`config.mk`:
```
export PLATFORM = sky130hd
export DESIGN_NAME = ebp_external_bus_port
export DESIGN_NICKNAME = d
export VERILOG_FILES = /design/src/shared/ebp_pkg.sv /design/src/hw/ebp_external_bus_port.sv /design/src/hw/ebp_sync.sv
export SDC_FILE = /design/constraint.sdc
export NUM_CORES = 1
export LEC_CHECK = 0
export BUFFER_PORTS_ARGS = -buffer_cell sky130_fd_sc_hd__buf_2
export CORE_MARGIN = 10
export CORE_UTILIZATION = 23
export DETAILED_ROUTE_END_ITERATION = 10
export PLACE_DENSITY = 0.52
export SYNTH_ARGS = -nofsm -noshare
export SYNTH_HDL_FRONTEND = slang
export SYNTH_SLANG_ARGS = --single-unit
```
`constraint.sdc`:
```
create_clock -name clk_i -period 2.5 [get_ports clk_i]
set_input_delay 0.5 -clock clk_i [delete_from_list [all_inputs] [get_ports clk_i]]
set_output_delay 0.5 -clock clk_i [all_outputs]
set_load 0.01 [all_outputs]
```
`src/shared/ebp_pkg.sv`:
```
// shared constants and types of the external bus port function select
// Summary of operation
// RQ1: bus off: both address ports are plain software-driven bidirectional port pins.
// RQ2: bus on: low port drives low address, then carries data both ways.
// RQ3: bus on: second port drives the upper address byte.
// RQ4: bus on and control bit set: first pin drives buffer control.
// RQ5: bus on and control bit set: second pin drives hold grant.
// RQ6: bus on and control bit set: third pin is sampled hold request input.
// RQ7: bus on: fourth pin is a ready input sampled during accesses.
// RQ8: bus on: fifth pin outputs the bus clock.
// RQ9: bus on: sixth pin drives active-low write strobe in write cycles.
// RQ10: bus on: seventh pin drives active-low read strobe in read cycles.
// RQ11: ready held low stretches the bus cycle until ready is high.
// RQ12: while hold granted, bus pins float until request drops, then grant ends.
package ebp_pkg;

  // ---------------------------------------------------------------
  // bus pin control register bit positions
  // ---------------------------------------------------------------
  localparam int unsigned BPC_WIDTH    = 3;
  localparam int unsigned BPC_BUFFER_CONTROL_BIT = 0;
  localparam int unsigned BPC_HOLD_BIT = 1;
  localparam int unsigned BPC_HREQ_BIT = 2;

  // ---------------------------------------------------------------
  // widths, reset values and timing counts
  // ---------------------------------------------------------------
  localparam int unsigned PORT_W       = 8;
  localparam int unsigned ADDR_W       = 16;
  localparam int unsigned CTRL_W       = 7;
  localparam int unsigned SYNC_W       = 2 * PORT_W + 2;
  localparam logic [7:0]  DATA_RST     = 8'h00;
  localparam logic [15:0] ADDR_RST     = 16'h0000;
  localparam logic [1:0]  STROBE_MIN   = 2'h2;
  localparam logic [6:0]  CTL_O_RST    = 7'h7f;
  localparam logic [6:0]  CTL_OE_RST   = 7'h00;

  // ---------------------------------------------------------------
  // bus cycle states
  // ---------------------------------------------------------------
  typedef enum logic [2:0] {
    ST_IDLE,
    ST_ADDR,
    ST_STROBE,
    ST_END,
    ST_HOLD
  } ebp_state_t;

endpackage
```
`src/hw/ebp_external_bus_port.sv`:
```
// port function select and multiplexed external bus cycle engine
`timescale 1ns/1ps
module ebp_external_bus_port (
  input  wire logic                          clk_i,
  input  wire logic                          arst_n_i,
  input  wire logic                          ext_bus_en_i,
  input  wire logic [ebp_pkg::BPC_WIDTH-1:0] bus_pin_control_register_i,
  input  wire logic [ebp_pkg::PORT_W-1:0]    gp0_out_i,
  input  wire logic [ebp_pkg::PORT_W-1:0]    gp0_oe_i,
  input  wire logic [ebp_pkg::PORT_W-1:0]    gp1_out_i,
  input  wire logic [ebp_pkg::PORT_W-1:0]    gp1_oe_i,
  input  wire logic [ebp_pkg::CTRL_W-1:0]    gp2_out_i,
  output logic      [ebp_pkg::PORT_W-1:0]    gp0_in_o,
  output logic      [ebp_pkg::PORT_W-1:0]    gp1_in_o,
  input  wire logic                          acc_req_i,
  input  wire logic                          acc_wr_i,
  input  wire logic [ebp_pkg::ADDR_W-1:0]    acc_addr_i,
  input  wire logic [ebp_pkg::PORT_W-1:0]    acc_wdata_i,
  output logic                               acc_busy_o,
  output logic                               acc_done_o,
  output logic      [ebp_pkg::PORT_W-1:0]    acc_rdata_o,
  input  wire logic [ebp_pkg::PORT_W-1:0]    low_muxed_addr_data_pin_i,
  output logic      [ebp_pkg::PORT_W-1:0]    low_muxed_addr_data_pin_o,
  output logic      [ebp_pkg::PORT_W-1:0]    low_muxed_addr_data_pin_oe_o,
  input  wire logic [ebp_pkg::PORT_W-1:0]    upper_address_pin_i,
  output logic      [ebp_pkg::PORT_W-1:0]    upper_address_pin_o,
  output logic      [ebp_pkg::PORT_W-1:0]    upper_address_pin_oe_o,
  output logic                               buffer_control_out_pin_o,
  output logic                               hold_grant_out_pin_o,
  input  wire logic                          hold_request_in_pin_i,
  output logic                               hold_request_in_pin_o,
  output logic                               hold_request_in_pin_oe_o,
  input  wire logic                          wait_release_in_pin_i,
  output logic                               wait_release_in_pin_o,
  output logic                               wait_release_in_pin_oe_o,
  output logic                               bus_clock_out_pin_o,
  output logic                               write_strobe_pin_n_o,
  output logic                               write_strobe_pin_oe_o,
  output logic                               read_strobe_pin_n_o,
  output logic                               read_strobe_pin_oe_o
);
  import ebp_pkg::*;

  // ---------------------------------------------------------------
  // pin input synchronisation
  // ---------------------------------------------------------------
  logic [SYNC_W-1:0] sync_w;
  logic [PORT_W-1:0] lo_s;
  logic [PORT_W-1:0] hi_s;
  logic              hreq_s;
  logic              rdy_s;

  ebp_sync #(
    .WIDTH (SYNC_W)
  ) u_sync (
    .clk_i    (clk_i),
    .arst_n_i (arst_n_i),
    .async_i  ({wait_release_in_pin_i, hold_request_in_pin_i,
                upper_address_pin_i, low_muxed_addr_data_pin_i}),
    .sync_o   (sync_w)
  );

  assign lo_s   = sync_w[PORT_W-1:0];
  assign hi_s   = sync_w[2*PORT_W-1:PORT_W];
  assign hreq_s = sync_w[2*PORT_W];
  assign rdy_s  = sync_w[2*PORT_W+1];

  // ---------------------------------------------------------------
  // state and output registers
  // ---------------------------------------------------------------
  ebp_state_t        state_q;
  ebp_state_t        state_d;
  logic [1:0]        cnt_q;
  logic [1:0]        cnt_d;
  logic              wr_q;
  logic              wr_d;
  logic [ADDR_W-1:0] addr_q;
  logic [ADDR_W-1:0] addr_d;
  logic [PORT_W-1:0] wdata_q;
  logic [PORT_W-1:0] wdata_d;
  logic [PORT_W-1:0] rdata_q;
  logic [PORT_W-1:0] rdata_d;
  logic              done_q;
  logic              done_d;
  logic              busy_q;
  logic              busy_d;
  logic              bclk_q;
  logic              bclk_d;
  logic [PORT_W-1:0] lo_o_q;
  logic [PORT_W-1:0] lo_o_d;
  logic [PORT_W-1:0] lo_oe_q;
  logic [PORT_W-1:0] lo_oe_d;
  logic [PORT_W-1:0] hi_o_q;
  logic [PORT_W-1:0] hi_o_d;
  logic [PORT_W-1:0] hi_oe_q;
  logic [PORT_W-1:0] hi_oe_d;
  logic [CTRL_W-1:0] ctl_o_q;
  logic [CTRL_W-1:0] ctl_o_d;
  logic [CTRL_W-1:0] ctl_oe_q;
  logic [CTRL_W-1:0] ctl_oe_d;

  logic hold_en;
  logic data_phase;
  logic held;
  assign hold_en = ext_bus_en_i && bus_pin_control_register_i[BPC_HREQ_BIT];

  // ---------------------------------------------------------------
  // next-state and pin function selection
  // ---------------------------------------------------------------
  always_comb begin
    state_d    = state_q;
    cnt_d      = cnt_q;
    wr_d       = wr_q;
    addr_d     = addr_q;
    wdata_d    = wdata_q;
    rdata_d    = rdata_q;
    done_d     = 1'b0;
    data_phase = 1'b0;
    held       = 1'b0;

    case (state_q)
      ST_IDLE: begin
        if (hold_en && hreq_s) begin
          state_d = ST_HOLD;                                   // [RQ6]
        end else if (ext_bus_en_i && acc_req_i) begin
          state_d = ST_ADDR;
          wr_d    = acc_wr_i;
          addr_d  = acc_addr_i;
          wdata_d = acc_wdata_i;
        end
      end
      ST_ADDR: begin
        state_d = ST_STROBE;
        cnt_d   = 2'h0;
      end
      ST_STROBE: begin
        if (cnt_q != STROBE_MIN - 2'h1) begin
          cnt_d = cnt_q + 2'h1;
        end else if (rdy_s) begin                              // [RQ7] [RQ11]
          state_d = ST_END;
          done_d  = 1'b1;
          if (!wr_q) begin
            rdata_d = lo_s;                                    // [RQ2]
          end
        end
      end
      ST_END: begin
        state_d = ST_IDLE;
      end
      ST_HOLD: begin
        // grant falls once the request is gone or hold_en drops
        if (!(hold_en && hreq_s)) begin
          state_d = ST_IDLE;                                   // [RQ12]
        end
      end
      default: begin
        state_d = ST_IDLE;
      end
    endcase

    busy_d     = (state_d != ST_IDLE);
    data_phase = (state_d == ST_STROBE) || (state_d == ST_END);
    held       = (state_d == ST_HOLD);
    // free-running divide-by-two bus clock while the bus is on
    bclk_d     = ext_bus_en_i ? ~bclk_q : 1'b0;                // [RQ8]

    if (ext_bus_en_i) begin
      lo_o_d  = (data_phase && wr_d) ? wdata_d : addr_d[PORT_W-1:0];    // [RQ2]
      lo_oe_d = (held || (data_phase && !wr_d)) ? '0 : '1;              // [RQ2] [RQ12]
      hi_o_d  = addr_d[ADDR_W-1:PORT_W];                                // [RQ3]
      hi_oe_d = held ? '0 : '1;                                         // [RQ3] [RQ12]
    end else begin
      lo_o_d  = gp0_out_i;                                     // [RQ1]
      lo_oe_d = gp0_oe_i;                                      // [RQ1]
      hi_o_d  = gp1_out_i;                                     // [RQ1]
      hi_oe_d = gp1_oe_i;                                      // [RQ1]
    end

    ctl_o_d  = gp2_out_i;
    ctl_oe_d = '1;
    if (ext_bus_en_i) begin
      if (bus_pin_control_register_i[BPC_BUFFER_CONTROL_BIT]) begin
        ctl_o_d[0] = (state_d == ST_STROBE);                   // [RQ4]
      end
      if (bus_pin_control_register_i[BPC_HOLD_BIT]) begin
        ctl_o_d[1] = held;                                     // [RQ5] [RQ12]
      end
      if (bus_pin_control_register_i[BPC_HREQ_BIT]) begin
        ctl_o_d[2]  = 1'b0;
        ctl_oe_d[2] = 1'b0;                                    // [RQ6]
      end
      ctl_o_d[3]  = 1'b0;
      ctl_oe_d[3] = 1'b0;                                      // [RQ7]
      ctl_o_d[4]  = bclk_d;                                    // [RQ8]
      ctl_o_d[5]  = !((state_d == ST_STROBE) && wr_d);         // [RQ9]
      ctl_oe_d[5] = !held;                                     // [RQ12]
      ctl_o_d[6]  = !((state_d == ST_STROBE) && !wr_d);        // [RQ10]
      ctl_oe_d[6] = !held;                                     // [RQ12]
    end
  end

  // ---------------------------------------------------------------
  // registers
  // ---------------------------------------------------------------
  always_ff @(posedge clk_i or negedge arst_n_i) begin
    if (!arst_n_i) begin
      state_q  <= ST_IDLE;
      cnt_q    <= 2'h0;
      wr_q     <= 1'b0;
      addr_q   <= ADDR_RST;
      wdata_q  <= DATA_RST;
      rdata_q  <= DATA_RST;
      done_q   <= 1'b0;
      busy_q   <= 1'b0;
      bclk_q   <= 1'b0;
      lo_o_q   <= DATA_RST;
      lo_oe_q  <= DATA_RST;
      hi_o_q   <= DATA_RST;
      hi_oe_q  <= DATA_RST;
      ctl_o_q  <= CTL_O_RST;
      ctl_oe_q <= CTL_OE_RST;
    end else begin
      state_q  <= state_d;
      cnt_q    <= cnt_d;
      wr_q     <= wr_d;
      addr_q   <= addr_d;
      wdata_q  <= wdata_d;
      rdata_q  <= rdata_d;
      done_q   <= done_d;
      busy_q   <= busy_d;
      bclk_q   <= bclk_d;
      lo_o_q   <= lo_o_d;
      lo_oe_q  <= lo_oe_d;
      hi_o_q   <= hi_o_d;
      hi_oe_q  <= hi_oe_d;
      ctl_o_q  <= ctl_o_d;
      ctl_oe_q <= ctl_oe_d;
    end
  end

  // ---------------------------------------------------------------
  // outputs
  // ---------------------------------------------------------------
  assign gp0_in_o                     = lo_s;
  assign gp1_in_o                     = hi_s;
  assign acc_busy_o                   = busy_q;
  assign acc_done_o                   = done_q;
  assign acc_rdata_o                  = rdata_q;
  assign low_muxed_addr_data_pin_o    = lo_o_q;
  assign low_muxed_addr_data_pin_oe_o = lo_oe_q;
  assign upper_address_pin_o          = hi_o_q;
  assign upper_address_pin_oe_o       = hi_oe_q;
  assign buffer_control_out_pin_o     = ctl_o_q[0];
  assign hold_grant_out_pin_o         = ctl_o_q[1];
  assign hold_request_in_pin_o        = ctl_o_q[2];
  assign hold_request_in_pin_oe_o     = ctl_oe_q[2];
  assign wait_release_in_pin_o        = ctl_o_q[3];
  assign wait_release_in_pin_oe_o     = ctl_oe_q[3];
  assign bus_clock_out_pin_o          = ctl_o_q[4];
  assign write_strobe_pin_n_o         = ctl_o_q[5];
  assign write_strobe_pin_oe_o        = ctl_oe_q[5];
  assign read_strobe_pin_n_o          = ctl_o_q[6];
  assign read_strobe_pin_oe_o         = ctl_oe_q[6];

endmodule // ebp_external_bus_port

```
`src/hw/ebp_sync.sv`:
```
// three-stage pin synchroniser with agreement filter
`timescale 1ns/1ps
module ebp_sync #(
  parameter int unsigned WIDTH = 1
) (
  input  wire logic             clk_i,
  input  wire logic             arst_n_i,
  input  wire logic [WIDTH-1:0] async_i,
  output logic      [WIDTH-1:0] sync_o
);

  logic [WIDTH-1:0] s1_q;
  logic [WIDTH-1:0] s2_q;
  logic [WIDTH-1:0] s3_q;
  logic [WIDTH-1:0] out_q;
  logic [WIDTH-1:0] out_d;

  // a bit only moves once stages two and three agree
  always_comb begin
    out_d = ((s2_q ~^ s3_q) & s3_q) | ((s2_q ^ s3_q) & out_q);
  end

  always_ff @(posedge clk_i or negedge arst_n_i) begin
    if (!arst_n_i) begin
      s1_q  <= '0;
      s2_q  <= '0;
      s3_q  <= '0;
      out_q <= '0;
    end else begin
      s1_q  <= async_i;
      s2_q  <= s1_q;
      s3_q  <= s2_q;
      out_q <= out_d;
    end
  end

  assign sync_o = out_q;

endmodule // ebp_sync

```
==> results.md, run 1 <==
* Outcome: finished clean
* R2R cell count at 4
* Leading area contributor after synthesis: dfrtp_1
* Core area at 0.02361 mm^2
* CTS Buf Count at 17
* CTS tree: yes
* Max Fclk at slightly above 0.5 GHz
* RSZ-0062 raised after global routing: no
* Die X at 175.2 um
* Worst slack at placement at 0.3834 ns
* Crit start category: register
* # clock sinks at 155
* Row count at 56
* Port buffer count at approximately 160
* Clock tree buffer depth at 2
* Largest net degree at the start of global routing at 60
* Worst Path Max Fanout at 15
* FF-to-FF setup slack at roughly 0.57 ns
* Clock insertion delay at the later pin of the skew report at between 0.4 and 0.5 ns
* Slew at the pin closest to its max-slew limit at 0.7184 ns
* Crit path kind: register to register
* Wire per inst at 14.97 um
* TritonRoute pass-1 iters at 6
* Die ar. at 0.03068 mm^2
* Hpwl dp at 9.753 mm
* Area grow syn2layout at 29.87%
* Crit path launch: state_q[0]$_DFF_PN0_
* Tmin final at 1.928 ns
* Final Util at 0.3046
* H-tree levels at 4
* CP Data Required Time at 2.83 ns
* WP data arrival at 2.26 ns
* Period utilization at 0.7713
* ANT nets after route at 0
* R2r startpoint: state_q[0]$_DFF_PN0_
* Post-synth EDFFs at 0
* Total Nets Final at between 600 and 700
* Root buffer cell: clkbuf_16
* Worst-path clk slew at around 0.06 ns
* Initial Util at 0.2345
* Clock power frac at 0.345
* Final Hold Vio Count at 0
* CTS resizes at 0
* Initial antenna violation count at 4
* CP Capture Type: register
* #FFs+latches synth at 155
* Static leakage power at 3.569 nW
* Drt drc at 0
* Hold_buf cts at 0
* Layout cell share with drive strength beyond 1 at 0.4222
* Net Sw Frac at 0.2835
* Slew headroom at 0.5185
* Power density cells at 1010 mW/mm^2
* Yosys warnings at 0
* Cells after Synth at a little under 400
* Pins Over Slew Limit at 0
* Vias in the first global route at 3754
* Sum of negative setup slack at 0 ns
* GP Congestion at 0.7243
* Post-CTS setup buffer count at 0
* Synth Flop Type: dfrtp_1
* Grt ovf at 0
* P_int at 0.005207 W
* Final Setup Violations at 0
* Hold_ws at 0.05577 ns
* Syn Nets at 497
* Comb power frac at 0.202
* Share of the synthesized area in the top cell type at 0.6688
* Synth top area cells: dfrtp_1, mux2_2, ha_1, dfstp_2, a21o_1
* Synth Area per Inst at 14.24 um^2
* First-pass GRT wire length at ~21 mm
* Via-per-instance ratio at 3.789
* Peak supply drop at 378.8 uV
* Sequential power share at 0.453
* Die height at 175.2 um
* Maxcap violations at 0
* Max Clock Skew at 0.009213 ns
* Ports at 158
* Via count at 3334
* NetSw at 0.002061 W
* Setup ws final at 0.5716 ns
* Number of library cell types mapped by synthesis at 40
* DRT iter0 DRCs at 109
* Ys async rst share at 1.000
* Overall global routing resource usage at 0.08931
* Seq/Total Area, Yosys at 0.7020
* Total power at 0.007267 W
* Final WL at 13.18 mm
* Post-synth design cell area at around 0.0055 mm^2
* Worst min-delay path class: primary input to asynchronous set/reset pin
-- layout by cell type, fill, tap and decap left out, types with 3 or more instances in the layout --
master / synthesis / routed
inv_1: 21 / 21
ha_1: 19 / 19
buf_2: 2 / 156
clkbuf_16: 0 / 17
dfrtp_1: 148 / 148
a31oi_1: 10 / 10
clkinv_2: 0 / 4
o21ai_0: 12 / 12
dfstp_2: 7 / 7
mux2i_1: 8 / 8
nand2_1: 32 / 32
mux2_2: 23 / 23
o21ai_1: 8 / 8
a21o_1: 19 / 19
nor2_1: 20 / 20
nor2b_1: 9 / 9
buf_4: 17 / 5
clkbuf_1: 5 / 3
-- power groups by stage --
| stage | Sequential, W | Combinational, W | Clock [W] |
|---|---|---|---|
| detailed placement | 0.00334 | 0.00152 | 0 |
| floorplan | 0.00342 | 0.000816 | 0 |
| CTS | 0.00330 | 0.00152 | 0.00262 |
| finish | 0.00329 | 0.00147 | 0.00251 |
| global route | 0.00336 | 0.00166 | 0.00273 |
| global placement | 0.00335 | 0.00149 | 0 |
-- worst max-delay path: stages, from the launching register on --
cell	delay, ns
dfrtp_1	0.49
a211o_4	0.34
nor2_8	0.31
mux2_2	0.40
o41a_1	0.31
-- cell usage after synthesis, types with 2 or more instances --
| master | instances |
|---|---|
| a21o_1 | 19 |
| a21oi_1 | 2 |
| a31oi_1 | 10 |
| buf_2 | 2 |
| buf_4 | 17 |
| clkbuf_1 | 5 |
| dfrtp_1 | 148 |
| dfstp_2 | 7 |
| ha_1 | 19 |
| inv_1 | 21 |
| mux2_2 | 23 |
| mux2_4 | 2 |
| mux2i_1 | 8 |
| nand2_1 | 32 |
| nand2b_1 | 2 |
| nor2_1 | 20 |
| nor2b_1 | 9 |
| nor3_1 | 2 |
| o21ai_0 | 12 |
| o21ai_1 | 8 |
| or2_2 | 2 |
-- path summary, 6_finish.rpt --
path,to
max in group asynchronous,ctl_o_q[0]$_DFF_PN1_
max reg2reg,ctl_o_q[6]$_DFF_PN1_
min reg2reg,u_sync.s2_q[10]$_DFF_PN0_
min in group clk_i,u_sync.s1_q[14]$_DFF_PN0_
max,ctl_o_q[6]$_DFF_PN1_
min,u_sync.s3_q[11]$_DFF_PN0_
-- state kept, by name, indices dropped and copies added, names as in the netlist, 16 cells and up --
name / count
u_sync.sync_o: 18
u_sync.s1_q: 18
addr_q: 16
u_sync.s3_q: 18
u_sync.s2_q: 18
-- per-stage QoR --
| step | area (um^2) | std cells |
|---|---|---|
| 2_1_floorplan | 5538 | 389 |
| 3_3_place_gp | 6615 | 846 |
| 3_5_place_dp | 6615 | 846 |
| 4_1_cts | 7187 | 878 |
| 5_1_grt | 7189 | 879 |
| 6_report | 7192 | 880 |
-- layer usage --
| metal | part of all wire | GRT usage | up-vias |
|---|---|---|---|
| met1 | 0.42 | 0.1004 | 1622 |
| met4 | 0.013 | 0.03250 | 4 |
| met5 | 0.0017 | 0 | - |
| li1 | - | - | 1593 |
| met3 | 0.078 | 0.04462 | 17 |
| met2 | 0.49 | 0.1433 | 98 |
-- final cells by class --
cell class                 count  area (um^2)
inverter                      22        82.58
tap                          319        399.1
multi-input combinational    186         1376
timing repair buffer         164        869.6
clock buffer                  21        450.4
sequential                   155         3887
antenna                        2        5.005
clock inverter                11        121.4
fill                        2432        16420
-- cells by family (layout without fill, tap and decap cells) --
kind of cell	count (synthesis)	count (layout)	share of synthesized area
flip-flops	155	155	0.7020
AND/OR/NAND/NOR	77	77	0.06937
AO/OA/AOI/OAI	56	56	0.06801
buffers and inverters	48	218	0.04948
multiplexers	33	33	0.06665
adder cells (fa/ha/maj)	19	19	0.04293
XOR/XNOR	1	1	0.001582
other	0	2	0
(Power assumes the default switching activity.)
==> run 2: changes to the inputs <==
PLACE_DENSITY = 0.53   (was 0.52)
clock period = 1.6 ns   (was 2.5 ns; I/O delays follow)
==> results.md, run 2 (synthesis results as in run 1) <==
* Peak supply drop at 678.9 uV (was 378.8 uV)
* Tmin final at 1.739 ns (was 1.928 ns)
* Final WL at 13.69 mm (was 13.18 mm)
* Setup ws final at -0.1388 ns (was 0.5716 ns)
* Slowest stage delay, CP at 0.39 ns (was 0.49 ns)
* Die X at 175.2 um (unchanged)
* Max Fclk at 0.5751 GHz (was 0.5186 GHz)
* Crit path cell chain: a211o_4, nor2_4, mux2_4, mux2_4 (was a211o_4, nor2_8, mux2_2, o41a_1)
* Grt ovf at 0 (unchanged)
* Largest net degree at the start of global routing at 68 (was 60)
* Slew at the pin closest to its max-slew limit at 0.4242 ns (was 0.7184 ns)
* Outcome: complete, but fails checks (was finished clean)
* Worst min-delay path class: primary input to register (was primary input to asynchronous set/reset pin)
* Via count at 3488 (was 3334)
* Drt drc at 0 (unchanged)
* CTS tree: yes (unchanged)
* Ports at 158 (unchanged)
* Clock tree buffer depth at 2 (unchanged)
* Clock insertion delay at the later pin of the skew report at 0.41 ns (was 0.42 ns)
* First-pass GRT wire length at 21.35 mm (was 21.20 mm)
* CP max stage cell: dfrtp_1 (unchanged)
* Seq. cell area at 0.003889 mm^2 (was 0.003887 mm^2)
* Final Hold Vio Count at 0 (unchanged)
* DRT iter0 DRCs at 169 (was 109)
* Die height at 175.2 um (unchanged)
* Power density cells at 1597 mW/mm^2 (was 1010 mW/mm^2)
* CTS Buf Count at 17 (unchanged)
* Most used cell, CP: mux2_4
* Die ar. at 0.03068 mm^2 (unchanged)
* Sum of negative setup slack at -1.580 ns (was 0 ns)
* Hold_ws at 0.02566 ns (was 0.05577 ns)
* Failing checks: setup timing
* Pins Over Slew Limit at 0 (unchanged)
* CP Data Required Time at 1.90 ns (was 2.83 ns)
* ANT nets after route at 0 (unchanged)
* Max Clock Skew at 0.005909 ns (was 0.009213 ns)
* Initial antenna violation count at 1 (was 4)
* Crit start category: register (unchanged)
* Final Setup Violations at 26 (was 0)
* Worst Path Max Fanout at 6 (was 15)
* Static leakage power at 3.891 nW (was 3.569 nW)
* H-tree levels at 4 (unchanged)
* RSZ-0062 raised after global routing: yes (was no)
* Worst slack at placement at -0.2391 ns (was 0.3834 ns)
* Hpwl dp at 9.666 mm (was 9.753 mm)
* CP Capture Type: register (unchanged)
* Area grow syn2layout at 41.03% (was 29.87%)
* Total Nets Final at 696 (was 654)
* Maxcap violations at 0 (unchanged)
* Root buffer cell: clkbuf_16 (unchanged)
* TritonRoute pass-1 iters at 4 (was 6)
* Initial Util at 0.2345 (unchanged)
* Wire per inst at 14.88 um (was 14.97 um)
* Commonest non-fill, non-tap cell in the layout: buf_2 (unchanged)
* Vias in the first global route at 3864 (was 3754)
* Via-per-instance ratio at 3.791 (was 3.789)
* Overall global routing resource usage at 0.09000 (was 0.08931)
* Fillers at 2366 (was 2432)
* Worst-path clk slew at 0.06 ns (about the same)
* Commonest non-fill, non-tap cells in the layout: buf_2, dfrtp_1, nand2_1 (unchanged)
* Core area at 0.02361 mm^2 (unchanged)
* Row count at 56 (unchanged)
* Period utilization at 1.087 (was 0.7713)
* Multi-input logic area at 0.001538 mm^2 (was 0.001376 mm^2)
* Crit path kind: register to register (unchanged)
* Slew headroom at 0.7163 (was 0.5185)
* GP Congestion at 0.7300 (was 0.7243)
* WP data arrival at 2.04 ns (was 2.26 ns)
* # clock sinks at 155 (unchanged)
* Total power at 0.01248 W (was 0.007267 W)
* Port buffer count at 157 (unchanged)
* Layout cell share with drive strength beyond 1 at 0.4567 (was 0.4222)
[run 2: cell types whose count changed in the layout (fill, tap and decap cells not counted), sizes merged]
cell         delta
clkinv          -5
buf            +25
clkinvlp        -2
clkbuf          +5
nor2            +1
dlygate4sd3    +16
diode           -1
bufinv          +1
[run 2: stage by stage]
stage	instance area, um^2	utilization	std cells
CTS	7676	0.3251	914
floorplan	5542	-	389
detailed placement	6769	0.2867	866
global placement	6769	0.2867	866
global route	7807	0.3306	919
finish	7810	0.3308	920
[run 2: report_power, final]
| group | internal [W] | switching (W) | leakage (nW) |
|---|---|---|---|
| clock network | 0.00271 | 0.00156 | 0.307 |
| logic | 0.00155 | 0.00150 | 1.76 |
| registers | 0.00479 | 0.000370 | 1.83 |
[run 2: critical path: cells and delay by family (launching register included)]
| family | cells | cell delay [ns] |
|---|---|---|
| mux | 2 | 0.59 |
| flops | 1 | 0.39 |
| compound gates | 1 | 0.39 |
| simple gates | 1 | 0.25 |
[run 2: final cells by class]
cell class,count,share of cell area
sequential,155,0.4979
multi-input combinational,187,0.1969
timing repair buffer,205,0.1634
clock buffer,26,0.06649
tap,319,0.05111
clock inverter,5,0.01330
inverter,22,0.01057
antenna,1,0.0003204
[run 2: per-layer routing]
layer	track usage	vias to the layer above	routed length, um
li1	-	1680	-
met1	0.1066	1687	5953
met2	0.1423	102	6567
met3	0.04009	17	986
met4	0.03073	2	164
met5	0	-	13
[run 2: final timing paths]
check / from / to / cells after the start / slack (ns)
worst max register to register: u_sync.sync_o[16]$_DFF_PN0_ / upper_address_pin_o[5]$_DFF_PN0_ / 4 / -0.14
min in group asynchronous: arst_n_i / u_sync.s2_q[10]$_DFF_PN0_ / 3 / 0.47
worst min-delay path: upper_address_pin_i[4] / u_sync.s1_q[12]$_DFF_PN0_ / 1 / 0.03
worst max-delay path: u_sync.sync_o[16]$_DFF_PN0_ / upper_address_pin_o[5]$_DFF_PN0_ / 4 / -0.14
max in group asynchronous: arst_n_i / ctl_o_q[4]$_DFF_PN1_ / 3 / 0.77
worst min register to register: u_sync.s1_q[9]$_DFF_PN0_ / u_sync.s2_q[9]$_DFF_PN0_ / 0 / 0.35
[run 2: timing repair]
| item | 4_1_cts | 5_1_grt |
|---|---|---|
| cloned | 1 | 0 |
| hold endpoints to repair | 160 | 3 |
| gates resized for setup | 23 | 20 |
| setup endpoints to repair | 43 | 44 |
| hold buffers | 13 | 3 |
| setup buffers | 3 | 2 |
| pin swaps | 13 | 7 |
